[config.mk]
export PLATFORM = sky130hd
export DESIGN_NAME = prsc_ctrl
export DESIGN_NICKNAME = d
export VERILOG_FILES = /design/src/rtl/prsc_pkg.sv /design/src/rtl/prsc_if.sv /design/src/rtl/prsc_rate_edge.sv /design/src/rtl/prsc_done_pulse.sv /design/src/rtl/prsc_ctrl.sv
export SDC_FILE = /design/constraint.sdc
export NUM_CORES = 1
export LEC_CHECK = 0
export BUFFER_PORTS_ARGS = -buffer_cell sky130_fd_sc_hd__buf_2
export CAP_MARGIN = 10
export CELL_PAD_IN_SITES_DETAIL_PLACEMENT = 0
export CELL_PAD_IN_SITES_GLOBAL_PLACEMENT = 2
export CORE_AREA = 5 5 114 94
export CTS_CLUSTER_SIZE = 28
export DETAILED_ROUTE_END_ITERATION = 8
export DIE_AREA = 0 0 119 99
export GPL_TIMING_DRIVEN = 0
export PLACE_DENSITY = 0.83
export SETUP_SLACK_MARGIN = 0.02
export SLEW_MARGIN = 10
export SYNTH_ARGS = -nofsm -noshare
export SYNTH_HDL_FRONTEND = slang
export SYNTH_SLANG_ARGS = --single-unit
[constraint.sdc]
create_clock -name CLOCK_I -period 3.2 [get_ports CLOCK_I]
set_clock_uncertainty 0.2 [all_clocks]
set_input_delay 0.16 -clock CLOCK_I [delete_from_list [all_inputs] [get_ports CLOCK_I]]
set_output_delay 0.16 -clock CLOCK_I [all_outputs]
set_load 0.005 [all_outputs]
[src/rtl/prsc_pkg.sv]
package prsc_pkg;

  // Lanes served by one controller at most (eight-lane bonding)
  localparam int unsigned NUM_LANES = 8;

  // Datapath figures for the two rates
  localparam logic [9:0] GEN1_PCLK_MHZ = 10'h0FA;
  localparam logic [9:0] GEN2_PCLK_MHZ = 10'h1F4;
  localparam logic [4:0] IF_WIDTH_BITS = 5'h10;

  // Comma code group that marks electrical idle exit
  localparam logic [7:0] COM_SYMBOL = 8'hBC;

  // Register byte offsets
  localparam logic [7:0] OFS_CTRL = 8'h00;
  localparam logic [7:0] OFS_STATUS = 8'h04;
  localparam logic [7:0] OFS_EVENT = 8'h08;
  localparam logic [7:0] OFS_COUNT = 8'h0C;
  localparam logic [7:0] OFS_INFO = 8'h10;

  // Control register fields
  localparam int unsigned CTRL_MODE_LSB = 0;
  localparam int unsigned CTRL_CU0_BIT = 2;
  localparam int unsigned CTRL_MASTER_BIT = 3;
  localparam int unsigned CTRL_EN_BIT = 4;

  // Event register fields, write one to clear
  localparam int unsigned EVT_COM_BIT = 0;
  localparam int unsigned EVT_SW_BIT = 1;

  // Info register field positions
  localparam int unsigned INFO_G2_LSB = 10;
  localparam int unsigned INFO_W_LSB = 20;

  // Lane-count mode codes
  localparam logic [1:0] LANE_X1 = 2'h0;
  localparam logic [1:0] LANE_X4 = 2'h1;
  localparam logic [1:0] LANE_X8 = 2'h2;

  // Reset values of the control fields
  localparam logic [1:0] RST_MODE = LANE_X1;
  localparam logic RST_CU0 = 1'b1;
  localparam logic RST_MASTER = 1'b1;
  localparam logic RST_EN = 1'b1;

endpackage

[src/rtl/prsc_if.sv]
`timescale 1ns/1ps
`default_nettype none

// Internal links between controller, rate-select edge
// finder and the completion pulse stage
interface prsc_if;
  logic lvl;
  logic rise;
  logic fall;
  logic done_evt;
  logic [7:0] lane_mask;
  logic [7:0] phy_done;

  modport sync_mp (output lvl, output rise, output fall);
  modport pulse_mp (input done_evt, input lane_mask,
                    output phy_done);
  modport ctl_mp (input lvl, input rise, input fall,
                  input phy_done, output done_evt,
                  output lane_mask);
endinterface

`default_nettype wire

[src/rtl/prsc_rate_edge.sv]
`timescale 1ns/1ps
`default_nettype none

// Synchroniser and edge finder for the rate-select level
module prsc_rate_edge (
  input wire logic clk_i,
  input wire logic rst_n_i,
  input wire logic rate_sel_i,
  input wire logic force_gen1_i,
  prsc_if.sync_mp lk
);

  // Two sync stages and the previous effective level
  typedef struct packed {
    logic s1;
    logic s2;
    logic prev;
  } prsc_edge_t;

  prsc_edge_t q_reg;
  prsc_edge_t q_next;
  logic eff;

  // A forced first-generation level masks the request
  assign eff = q_reg.s2 & ~force_gen1_i;

  // Next state; the first stage feeds only the second
  always_comb begin
    q_next = q_reg;
    q_next.s1 = rate_sel_i;
    q_next.s2 = q_reg.s1;
    q_next.prev = eff;
  end

  always_ff @(posedge clk_i or negedge rst_n_i) begin
    if (!rst_n_i) begin
      q_reg <= '0;
    end else begin
      q_reg <= q_next;
    end
  end

  assign lk.lvl = eff;
  assign lk.rise = eff & ~q_reg.prev;
  assign lk.fall = ~eff & q_reg.prev;

endmodule

`default_nettype wire

[src/rtl/prsc_done_pulse.sv]
`timescale 1ns/1ps
`default_nettype none

// Completion stage: one parallel-clock pulse on each
// bonded channel's phy-done output
module prsc_done_pulse (
  input wire logic clk_i,
  input wire logic rst_n_i,
  prsc_if.pulse_mp lk
);

  typedef struct packed {
    logic [7:0] done;
  } prsc_pulse_t;

  prsc_pulse_t q_reg;
  prsc_pulse_t q_next;

  // Every bonded lane sees the same cycle
  always_comb begin
    q_next = q_reg;
    for (int i = 0; i < 8; i++) begin
      q_next.done[i] = lk.done_evt & lk.lane_mask[i];
    end
  end

  // Cleared each cycle unless a new event arrives
  always_ff @(posedge clk_i or negedge rst_n_i) begin
    if (!rst_n_i) begin
      q_reg <= '0;
    end else begin
      q_reg <= q_next;
    end
  end

  assign lk.phy_done = q_reg.done;

endmodule

`default_nettype wire

[src/rtl/prsc_ctrl.sv]
// Local design decisions: the address map and register access over APB.
`timescale 1ns/1ps
`default_nettype none

module prsc_ctrl (
  input wire logic CLOCK_I,
  input wire logic RST_N_I,
  // APB slave
  input wire logic PSEL_I,
  input wire logic PENABLE_I,
  input wire logic PWRITE_I,
  input wire logic [7:0] PADDR_I,
  input wire logic [31:0] PWDATA_I,
  output logic [31:0] PRDATA_O,
  output logic PREADY_O,
  output logic PSLVERR_O,
  // Rate request from the PHY-MAC
  input wire logic RATE_SEL_I,
  // Receive PCS digital reset
  input wire logic RX_DIGITAL_RESET_I,
  // Clock switch circuitry
  input wire logic SPEED_CHANGE_DONE_I,
  output logic SPEED_CHANGE_CMD_O,
  output logic TX_SW_LOCAL_O,
  output logic TX_SW_CLOCK_UNIT_ZERO_O,
  output logic [7:0] CDR_RATE_O,
  // Phase compensation FIFO pointer resets
  output logic TX_FIFO_PTR_RST_O,
  output logic RX_FIFO_PTR_RST_O,
  // Receive symbol stream
  input wire logic [7:0] RX_DATA_I,
  input wire logic RX_DATA_K_I,
  output logic ELEC_IDLE_EXIT_O,
  // Status toward the PHY-MAC
  output logic [7:0] PHY_DONE_O,
  output logic RATE_GEN2_O
);

  // Switch sequencer states
  typedef enum logic [0:0] {
    ST_IDLE,
    ST_SWITCH
  } prsc_state_t;

  // All controller state in one word
  typedef struct packed {
    prsc_state_t st; // Sequencer state
    logic target; // Rate being switched to
    logic rate; // Rate now in force, high is gen2
    logic cmd; // Level sent to the clock switch
    logic [1:0] mode; // Lane-count mode
    logic cu0; // This is the clock-unit-zero channel
    logic master; // This block is the bonding master
    logic en; // Software enable of the controller
    logic com_seen; // Sticky COM received flag
    logic sw_seen; // Sticky switch completed flag
    logic [15:0] count; // Completed switches
    logic done_evt; // Completion handed to pulse stage
    logic eie; // Electrical idle exit pulse
    logic [31:0] prdata; // Read data for the access phase
    logic slverr; // Error flag for the access phase
  } prsc_ctl_t;

  prsc_ctl_t q_reg;
  prsc_ctl_t q_next;

  prsc_if lk ();

  // Bus decode helpers
  logic setup_ph; // First cycle of a transfer
  logic wr_acc; // Write takes effect here
  logic active; // Controller placed in this channel
  logic start; // A switch begins this cycle
  logic com_hit; // COM symbol on the receive stream
  logic [31:0] rd_mux; // Read data chosen by address
  logic rd_bad; // Address not mapped

  // Lanes that belong to this controller's group
  function automatic logic [7:0] lane_mask_f(
    input logic [1:0] mode
  );
    logic [7:0] m;
    m = 8'h01;
    case (mode)
      prsc_pkg::LANE_X4: begin
        m = 8'h0F;
      end
      prsc_pkg::LANE_X8: begin
        m = 8'hFF;
      end
      default: begin
        m = 8'h01;
      end
    endcase
    return m;
  endfunction

  // Whether the controller of this channel is the live one
  function automatic logic placed_f(
    input logic [1:0] mode,
    input logic cu0,
    input logic master
  );
    logic p;
    p = 1'b0;
    case (mode)
      prsc_pkg::LANE_X1: begin
        p = 1'b1;
      end
      prsc_pkg::LANE_X4: begin
        p = cu0;
      end
      prsc_pkg::LANE_X8: begin
        p = cu0 & master;
      end
      default: begin
        p = 1'b0;
      end
    endcase
    return p;
  endfunction

  // Select level is synchronised; the digital reset masks
  // it so that a gen2 link drops back to gen1
  prsc_rate_edge u_edge (
    .clk_i(CLOCK_I),
    .rst_n_i(RST_N_I),
    .rate_sel_i(RATE_SEL_I),
    .force_gen1_i(RX_DIGITAL_RESET_I),
    .lk(lk.sync_mp)
  );

  // Completion pulse stage for the phy-done outputs
  prsc_done_pulse u_pulse (
    .clk_i(CLOCK_I),
    .rst_n_i(RST_N_I),
    .lk(lk.pulse_mp)
  );

  assign active = q_reg.en &
    placed_f(q_reg.mode, q_reg.cu0, q_reg.master);

  assign setup_ph = PSEL_I & ~PENABLE_I;
  assign wr_acc = PSEL_I & PENABLE_I & PWRITE_I;

  // An edge starts a switch; a level left different from
  // the rate by an edge seen while busy starts one later,
  // so no request is lost but none overlaps another
  assign start = active && (q_reg.st == ST_IDLE) &&
    (lk.rise || lk.fall || (lk.lvl != q_reg.rate));

  assign com_hit = RX_DATA_K_I &&
    (RX_DATA_I == prsc_pkg::COM_SYMBOL);

  // Read data by address; unmapped answers with an error
  always_comb begin
    rd_mux = 32'h0000_0000;
    rd_bad = 1'b0;
    case (PADDR_I)
      prsc_pkg::OFS_CTRL: begin
        rd_mux[prsc_pkg::CTRL_MODE_LSB +: 2] = q_reg.mode;
        rd_mux[prsc_pkg::CTRL_CU0_BIT] = q_reg.cu0;
        rd_mux[prsc_pkg::CTRL_MASTER_BIT] = q_reg.master;
        rd_mux[prsc_pkg::CTRL_EN_BIT] = q_reg.en;
      end
      prsc_pkg::OFS_STATUS: begin
        rd_mux[0] = q_reg.rate;
        rd_mux[1] = (q_reg.st == ST_SWITCH);
        rd_mux[2] = q_reg.cmd;
        rd_mux[3] = TX_FIFO_PTR_RST_O;
        rd_mux[4] = lk.lvl;
        rd_mux[5] = active;
      end
      prsc_pkg::OFS_EVENT: begin
        rd_mux[prsc_pkg::EVT_COM_BIT] = q_reg.com_seen;
        rd_mux[prsc_pkg::EVT_SW_BIT] = q_reg.sw_seen;
      end
      prsc_pkg::OFS_COUNT: begin
        rd_mux[15:0] = q_reg.count;
      end
      prsc_pkg::OFS_INFO: begin
        rd_mux[9:0] = prsc_pkg::GEN1_PCLK_MHZ;
        rd_mux[prsc_pkg::INFO_G2_LSB +: 10] =
          prsc_pkg::GEN2_PCLK_MHZ;
        rd_mux[prsc_pkg::INFO_W_LSB +: 5] =
          prsc_pkg::IF_WIDTH_BITS;
      end
      default: begin
        rd_bad = 1'b1;
      end
    endcase
  end

  // Next-state logic for the whole controller
  always_comb begin
    q_next = q_reg;
    q_next.done_evt = 1'b0;
    q_next.eie = com_hit;

    // Read data and error are caught in the setup cycle so
    // that the access cycle presents flip-flop outputs
    if (setup_ph) begin
      q_next.prdata = PWRITE_I ? 32'h0000_0000 : rd_mux;
      q_next.slverr = rd_bad;
    end

    // Control writes; placement is only changed while idle
    // would be safer, but software owns that ordering
    if (wr_acc && (PADDR_I == prsc_pkg::OFS_CTRL)) begin
      q_next.mode = PWDATA_I[prsc_pkg::CTRL_MODE_LSB +: 2];
      q_next.cu0 = PWDATA_I[prsc_pkg::CTRL_CU0_BIT];
      q_next.master = PWDATA_I[prsc_pkg::CTRL_MASTER_BIT];
      q_next.en = PWDATA_I[prsc_pkg::CTRL_EN_BIT];
    end

    // Sticky flags: a set in the clearing cycle wins
    if (wr_acc && (PADDR_I == prsc_pkg::OFS_EVENT)) begin
      if (PWDATA_I[prsc_pkg::EVT_COM_BIT]) begin
        q_next.com_seen = 1'b0;
      end
      if (PWDATA_I[prsc_pkg::EVT_SW_BIT]) begin
        q_next.sw_seen = 1'b0;
      end
    end
    if (com_hit) begin
      q_next.com_seen = 1'b1;
    end

    // Switch sequencer
    case (q_reg.st)
      ST_IDLE: begin
        if (start) begin
          // The command follows the new select level
          q_next.target = lk.lvl;
          q_next.cmd = lk.lvl;
          q_next.st = ST_SWITCH;
        end
      end
      ST_SWITCH: begin
        // Only the done line ends the switch; edges seen
        // meanwhile wait until the sequencer is idle again
        if (SPEED_CHANGE_DONE_I) begin
          q_next.rate = q_reg.target;
          q_next.done_evt = 1'b1;
          q_next.sw_seen = 1'b1;
          q_next.count = q_reg.count + 16'h0001;
          q_next.st = ST_IDLE;
        end
      end
      default: begin
        q_next.st = ST_IDLE;
      end
    endcase
  end

  // State register; reset leaves the link at gen1
  always_ff @(posedge CLOCK_I or negedge RST_N_I) begin
    if (!RST_N_I) begin
      q_reg <= '0;
      q_reg.st <= ST_IDLE;
      q_reg.mode <= prsc_pkg::RST_MODE;
      q_reg.cu0 <= prsc_pkg::RST_CU0;
      q_reg.master <= prsc_pkg::RST_MASTER;
      q_reg.en <= prsc_pkg::RST_EN;
    end else begin
      q_reg <= q_next;
    end
  end

  // Completion and bonded lanes handed to pulse stage
  assign lk.done_evt = q_reg.done_evt;
  assign lk.lane_mask = lane_mask_f(q_reg.mode);

  // Phy-done comes from the pulse stage's register and so
  // cannot rise while the switch is still running
  assign PHY_DONE_O = lk.phy_done;

  // Pointers held from the first switch cycle; released
  // combinationally in the cycle the done line is seen
  assign TX_FIFO_PTR_RST_O = (q_reg.st == ST_SWITCH) &&
    !SPEED_CHANGE_DONE_I;
  assign RX_FIFO_PTR_RST_O = TX_FIFO_PTR_RST_O;

  // One command register drives every clock switch, so the
  // serial, parallel and recovered clocks cannot disagree;
  // high selects the 500 MHz parallel clock
  assign SPEED_CHANGE_CMD_O = q_reg.cmd;

  // Transmit switch point depends on lane mode
  assign TX_SW_LOCAL_O = q_reg.cmd &&
    (q_reg.mode == prsc_pkg::LANE_X1);
  assign TX_SW_CLOCK_UNIT_ZERO_O = q_reg.cmd &&
    (q_reg.mode != prsc_pkg::LANE_X1);

  // Each channel CDR of the group switches with the one command
  generate
    for (genvar g = 0; g < prsc_pkg::NUM_LANES; g++) begin : g_cdr
      assign CDR_RATE_O[g] = q_reg.cmd &
        lk.lane_mask[g];
    end
  endgenerate

  assign RATE_GEN2_O = q_reg.rate;
  assign ELEC_IDLE_EXIT_O = q_reg.eie;

  // Zero-wait slave: every access phase completes at once
  assign PREADY_O = 1'b1;
  assign PRDATA_O = q_reg.prdata;
  assign PSLVERR_O = q_reg.slverr & PSEL_I & PENABLE_I;

endmodule

`default_nettype wire

* Word level (Yosys, flattened, before mapping)
Cells that the tools add are included.
** Operators by class
- Add/subtract/negate cells :: 1
- Equality and inequality tests :: 8
- Multiplexer cells :: 18
- Bitwise logic cells :: 31
- Reduce and logical (&&, ||, !) cells :: 20
** Operators by type and width (number)
- $mux 18 :: 2
- $and 1x1->1 :: 26
- $mux 25 :: 1
- $pmux 10 s2 :: 1
- $add 16x1->16 const B :: 1
- $eq 8x4->1 const B :: 2
- $pmux 8 s2 :: 1
- $pmux 3 s4 :: 1
- $pmux 2 s5 :: 1
- $mux 9 :: 1
- $eq 8x3->1 const B :: 1
- $eq 8x5->1 const B :: 1
- $eq 8x8->1 const B :: 1
- $logic_and 1x1->1 :: 8
- $logic_not 8->1 :: 1
- $pmux 1 s3 :: 2
- $reduce_and 2->1 :: 3
- $reduce_bool 2->1 :: 3
- $mux 1 :: 5
- $not 1->1 :: 5
- $reduce_or 5->1 :: 1
- $mux 2 :: 2
- $eq 2x1->1 const B :: 1
- $eq 2x2->1 const B :: 1
- 5 further kinds :: 6
** Storage, ports and cells
- Register bits after elaboration :: 72
- Input bits :: 57
- Output and inout port bits :: 57
- Logic and storage cells :: 96

* Depth between registers and ports, before layout
- Word-level depth :: 9
- Depth in mapped cells :: 6
- Depth with buffers taken out :: 6

* By module
From an unflattened synthesis, not the netlist that was laid out.
** Unflattened totals
- Cells, all modules :: 253
- Area total of the unflattened synthesis :: 2889.0 um^2
** Modules (own cells, without submodules)
- prsc_ctrl :: times used 1, cells each 230, area each 2533.7 um^2, seq. area each 1154.9 um^2
- prsc_done_pulse :: times used 1, cells each 16, area each 250.2 um^2, seq. area each 200.2 um^2
- prsc_rate_edge :: times used 1, cells each 7, area each 105.1 um^2, seq. area each 75.1 um^2

* Worst setup path before layout
OpenSTA, ideal clock, no wires.
- Kind :: input to register
- From :: input port PADDR_I[0]
- To :: register q_reg[56] (netlist bit)
- Setup time :: 125 ps
- Arrival time :: 1494 ps
- Data required time :: 2875 ps
- Slack :: 1382 ps
- Stages :: 4
- Buffers on the path :: 0
- Cells stage by stage :: or4_4 nor3_1 nand4_1 mux2_2
** On the way
- Longest elaborated chain between the ends :: 2
** Ends and longest elaborated chain
- from (decl) :: line prsc_ctrl.sv:12 : input wire logic [7:0] PADDR_I,
- $logic_not 8->1 :: line prsc_ctrl.sv:209 : if (wr_acc && (PADDR_I == prsc_pkg::OFS_CTRL)) begin
- $logic_and 1x1->1 :: line prsc_ctrl.sv:209
- to (signal assigned) :: line prsc_ctrl.sv:266 : q_reg <= q_next;
- to (decl) :: line prsc_ctrl.sv:64 : prsc_ctl_t q_reg;
No other way between the ends.
A chain may end at the register's enable or synchronous reset.

* Final worst setup path
- From :: register q_reg[56] (netlist bit)
- To :: register q_reg (netlist bit SPEED_CHANGE_CMD_O)
** On the way
- Longest elaborated chain between the ends :: 6
- Elaborated cells between the ends (all ways) :: 8
- Those cells by class :: 2 x eq/ne; 1 x mux; 1 x bitwise; 4 x reduce/logical
** Ends and longest elaborated chain
- $eq 2x2->1, or another cell as far along :: line prsc_ctrl.sv:106 : case (mode)
- $pmux 1 s3 * :: line prsc_ctrl.sv:106
- $and 1x1->1 * :: line prsc_ctrl.sv:140 : assign active = q_reg.en &
- $logic_and 1x1->1 * (2 in a row) :: line prsc_ctrl.sv:149 : assign start = active && (q_reg.st == ST_IDLE) &&
- $reduce_and 2->1 (no line) *
Every way passes the cells marked *; elsewhere a longest branch is shown, timed or not.

==> impl_metrics.yaml <==
yosys:
  syn_inst: 276
  ys.flop_type: "dfrtp_1"
  synth_seq_cells: 52
  synth_edf_count: 0
  yosys_warnings: 0
  yosysTopAreaCell: "dfrtp_1"
  synth.top_cell.area_share: 0.443
  syn_avg_cell_area_um2: 10.0
  async_flop_share: 1.00
  synth_area_um2: 2770
  ys_types: 41
  ys_seq_area_frac: 0.472
  synth.area.top_cells: "dfrtp_1, buf_4, nand2_1"
route:
  vias_per_cell: 4.33
  drt_iter0_drc: 75
  wire_per_inst_um: 12.7
  drc_errors: 0
  via_count: 2133
  drtPass1Iterations: 4
  antenna_left: 0
  routed_wirelength_um: 6250
worst_setup_path:
  critPathMaxFanout: 5
  critPathLaunch: "q_reg[56]$_DFFE_PN0P_"
  end_kind: "register"
  rr_endpoint: "SPEED_CHANGE_CMD_O$_DFFE_PN0P_"
  r2r_start: "q_reg[56]$_DFFE_PN0P_"
  cpPeakStageDelay_ns: 0.66
  r2r_cells: 5
  critPathLaunchType: "register"
  critPathKind: "register to register"
  crit_chain: "ha_1 -> nand2b_1 -> nor4_1 -> mux2i_1 -> nand3_1"
  cp.required_ns: 3.17
  cp_slowest_cell: "nor4_1"
  crit_end: "SPEED_CHANGE_CMD_O$_DFFE_PN0P_"
  reg2reg_slack_ns: 1.10
  crit_arrival_ns: 2.07
die:
  core_area_um2: 9450
  ios: 114
  die_area_um2: 11800
  num_rows: 32
  die_w_um: 119
  start_util: 0.293
  die_y_um: 99
timing:
  worst_slew_pin_slew_ns: 0.745
  hold_violations: 0
  min_period_ns: 2.10
  fin_crit_sh: 0.655
  slew_violations: 0
  slew_headroom: 0.498
  setup_viol: 0
  fin_tns_setup_ns: 0
  rsz0062_at_grt: "no"
  fmax_ghz: 0.477
global_routing:
  grt_pass1_vias: 2149
  track_usage: 0.110
  grt-ovfl-total: 0
  grt_max_degree: 53
  grt_antenna_before_repair: 0
  grt_pass1_wl_um: 10700
run_status:
  outcome: "finished clean"
cts:
  cts_buffers: 5
  clk_latency_ns: 0.29
  clock_path_buffers: 2
  clockRootBuffer: "clkbuf_16"
  postCtsSetupBuffers: 0
  cts_max_level: 2
  cts.sinks: 52
  cts_tree: "yes"
  clkSlewWorstSetupHoldPaths_ns: 0.07
layout:
  multi_input_area_um2: 1110
  largest_reg_flops: 25
  drive_gt1_frac: 0.372
  regArea_um2: 1310
  area_delta_synth_final_pct: 28.9
  mostFrequentLayoutCells: "buf_2, dfrtp_1, buf_4, nand2_1, conb_1"
  fin_area_um2: 3570
  postLayoutCoreUtil: 0.378
  n_fill_cell: 987
  diodes: 0
  nNetsFinal: 435
  mostFrequentLayoutCell: "buf_2"
placed_design:
  place.gp.congestion: 0.743
  place_area_um2: 3310
  io_buffers: 70
  hpwlAfterDp_um: 4960
power_and_ir_drop:
  power_density_nw_per_um2: 395
  leakagePower_nw: 1.94
  ir_drop_mv: 0.179
job:
  drv_cap: 0
min_path:
  hold_class: "input port to register"
[kinds of logic after synthesis]
logic type | count (synthesis) | share of synthesized area
other cells | 2 | 0.00271
buf+inv | 59 | 0.141
simple gates | 97 | 0.182
xor+xnor | 15 | 0.0475
mux | 11 | 0.0475
compound gates | 35 | 0.0846
flops | 52 | 0.472
fa+ha+maj | 5 | 0.0226
[cell usage after synthesis, drive strengths merged, types with 3 or more instances]
library cell,instances
clkbuf,8
ha,5
a21o,6
inv,6
a22o,5
xor2,4
o21ai,12
dfrtp,49
buf,45
mux2,7
nor2,11
and3,3
nand4,7
dfstp,3
xnor2,11
nand2b,4
and2,6
nor3,7
mux2i,3
nand3,9
nor2b,3
nand2,36
[critical path: cells and delay by family (launching register included)]
| kind | cells | cell delay, ns |
|---|---|---|
| adder cells (fa/ha/maj) | 1 | 0.20 |
| multiplexers | 1 | 0.25 |
| AND/OR/NAND/NOR | 3 | 0.89 |
| flip-flops | 1 | 0.43 |
[final cells by class]
cell class              instances  area share
repair buffers                 79       0.124
flip-flops and latches         52       0.366
inverters                       6     0.00631
well taps                     119      0.0417
clock inverters                 3      0.0119
multi-input cells             176       0.312
plain buffers                  53       0.103
clock buffers                   5      0.0351
[layer usage]
metal / GRT usage / wire length (µm) / vias to the layer above
li1: - / - / 1073
met1: 0.150 / 3010 / 1018
met2: 0.178 / 2970 / 36
met3: 0.0247 / 215 / 6
met4: 0.0276 / 62 / 0
met5: 0 / 0 / -
[worst min path at each step]
stage,startpoint,endpoint,depth (start not counted)
final,PADDR_I[1],q_reg[0]$_DFFE_PN0P_,3
after global routing,PADDR_I[1],q_reg[0]$_DFFE_PN0P_,3
after CTS,PADDR_I[1],q_reg[0]$_DFFE_PN0P_,3
after detailed placement,RATE_SEL_I,u_edge.q_next[1]$_DFF_PN0_,1
after global placement,RATE_SEL_I,u_edge.q_next[1]$_DFF_PN0_,1
after floorplan,RST_N_I,ELEC_IDLE_EXIT_O$_DFF_PN0_,0
[power by group]
part / internal, mW / switching, mW / leakage [nW]
combinational: 0.0592 / 0.0636 / 1.17
sequential: 0.670 / 0.0122 / 0.698
clock: 0.368 / 0.238 / 0.0798
total: 1.10 / 0.314 / 1.94
[timing repair]
item,in CTS,in global routing
endpoints found under the hold margin,57,0
hold buffers,9,0
gates resized for setup,0,0
[metrics by stage]
stage                     power, mW  setup WS (ns)  instances  hold WS [ns]
after floorplan               0.757           1.38        287        -0.336
after global placement        0.809           1.00        476        0.0716
after detailed placement      0.811           1.00        476        0.0726
after CTS                      1.43           1.11        493        0.0237
after global routing           1.47          0.932        493        0.0510
final                          1.41           1.10        493        0.0238
Power figures use the tool's default switching activity.
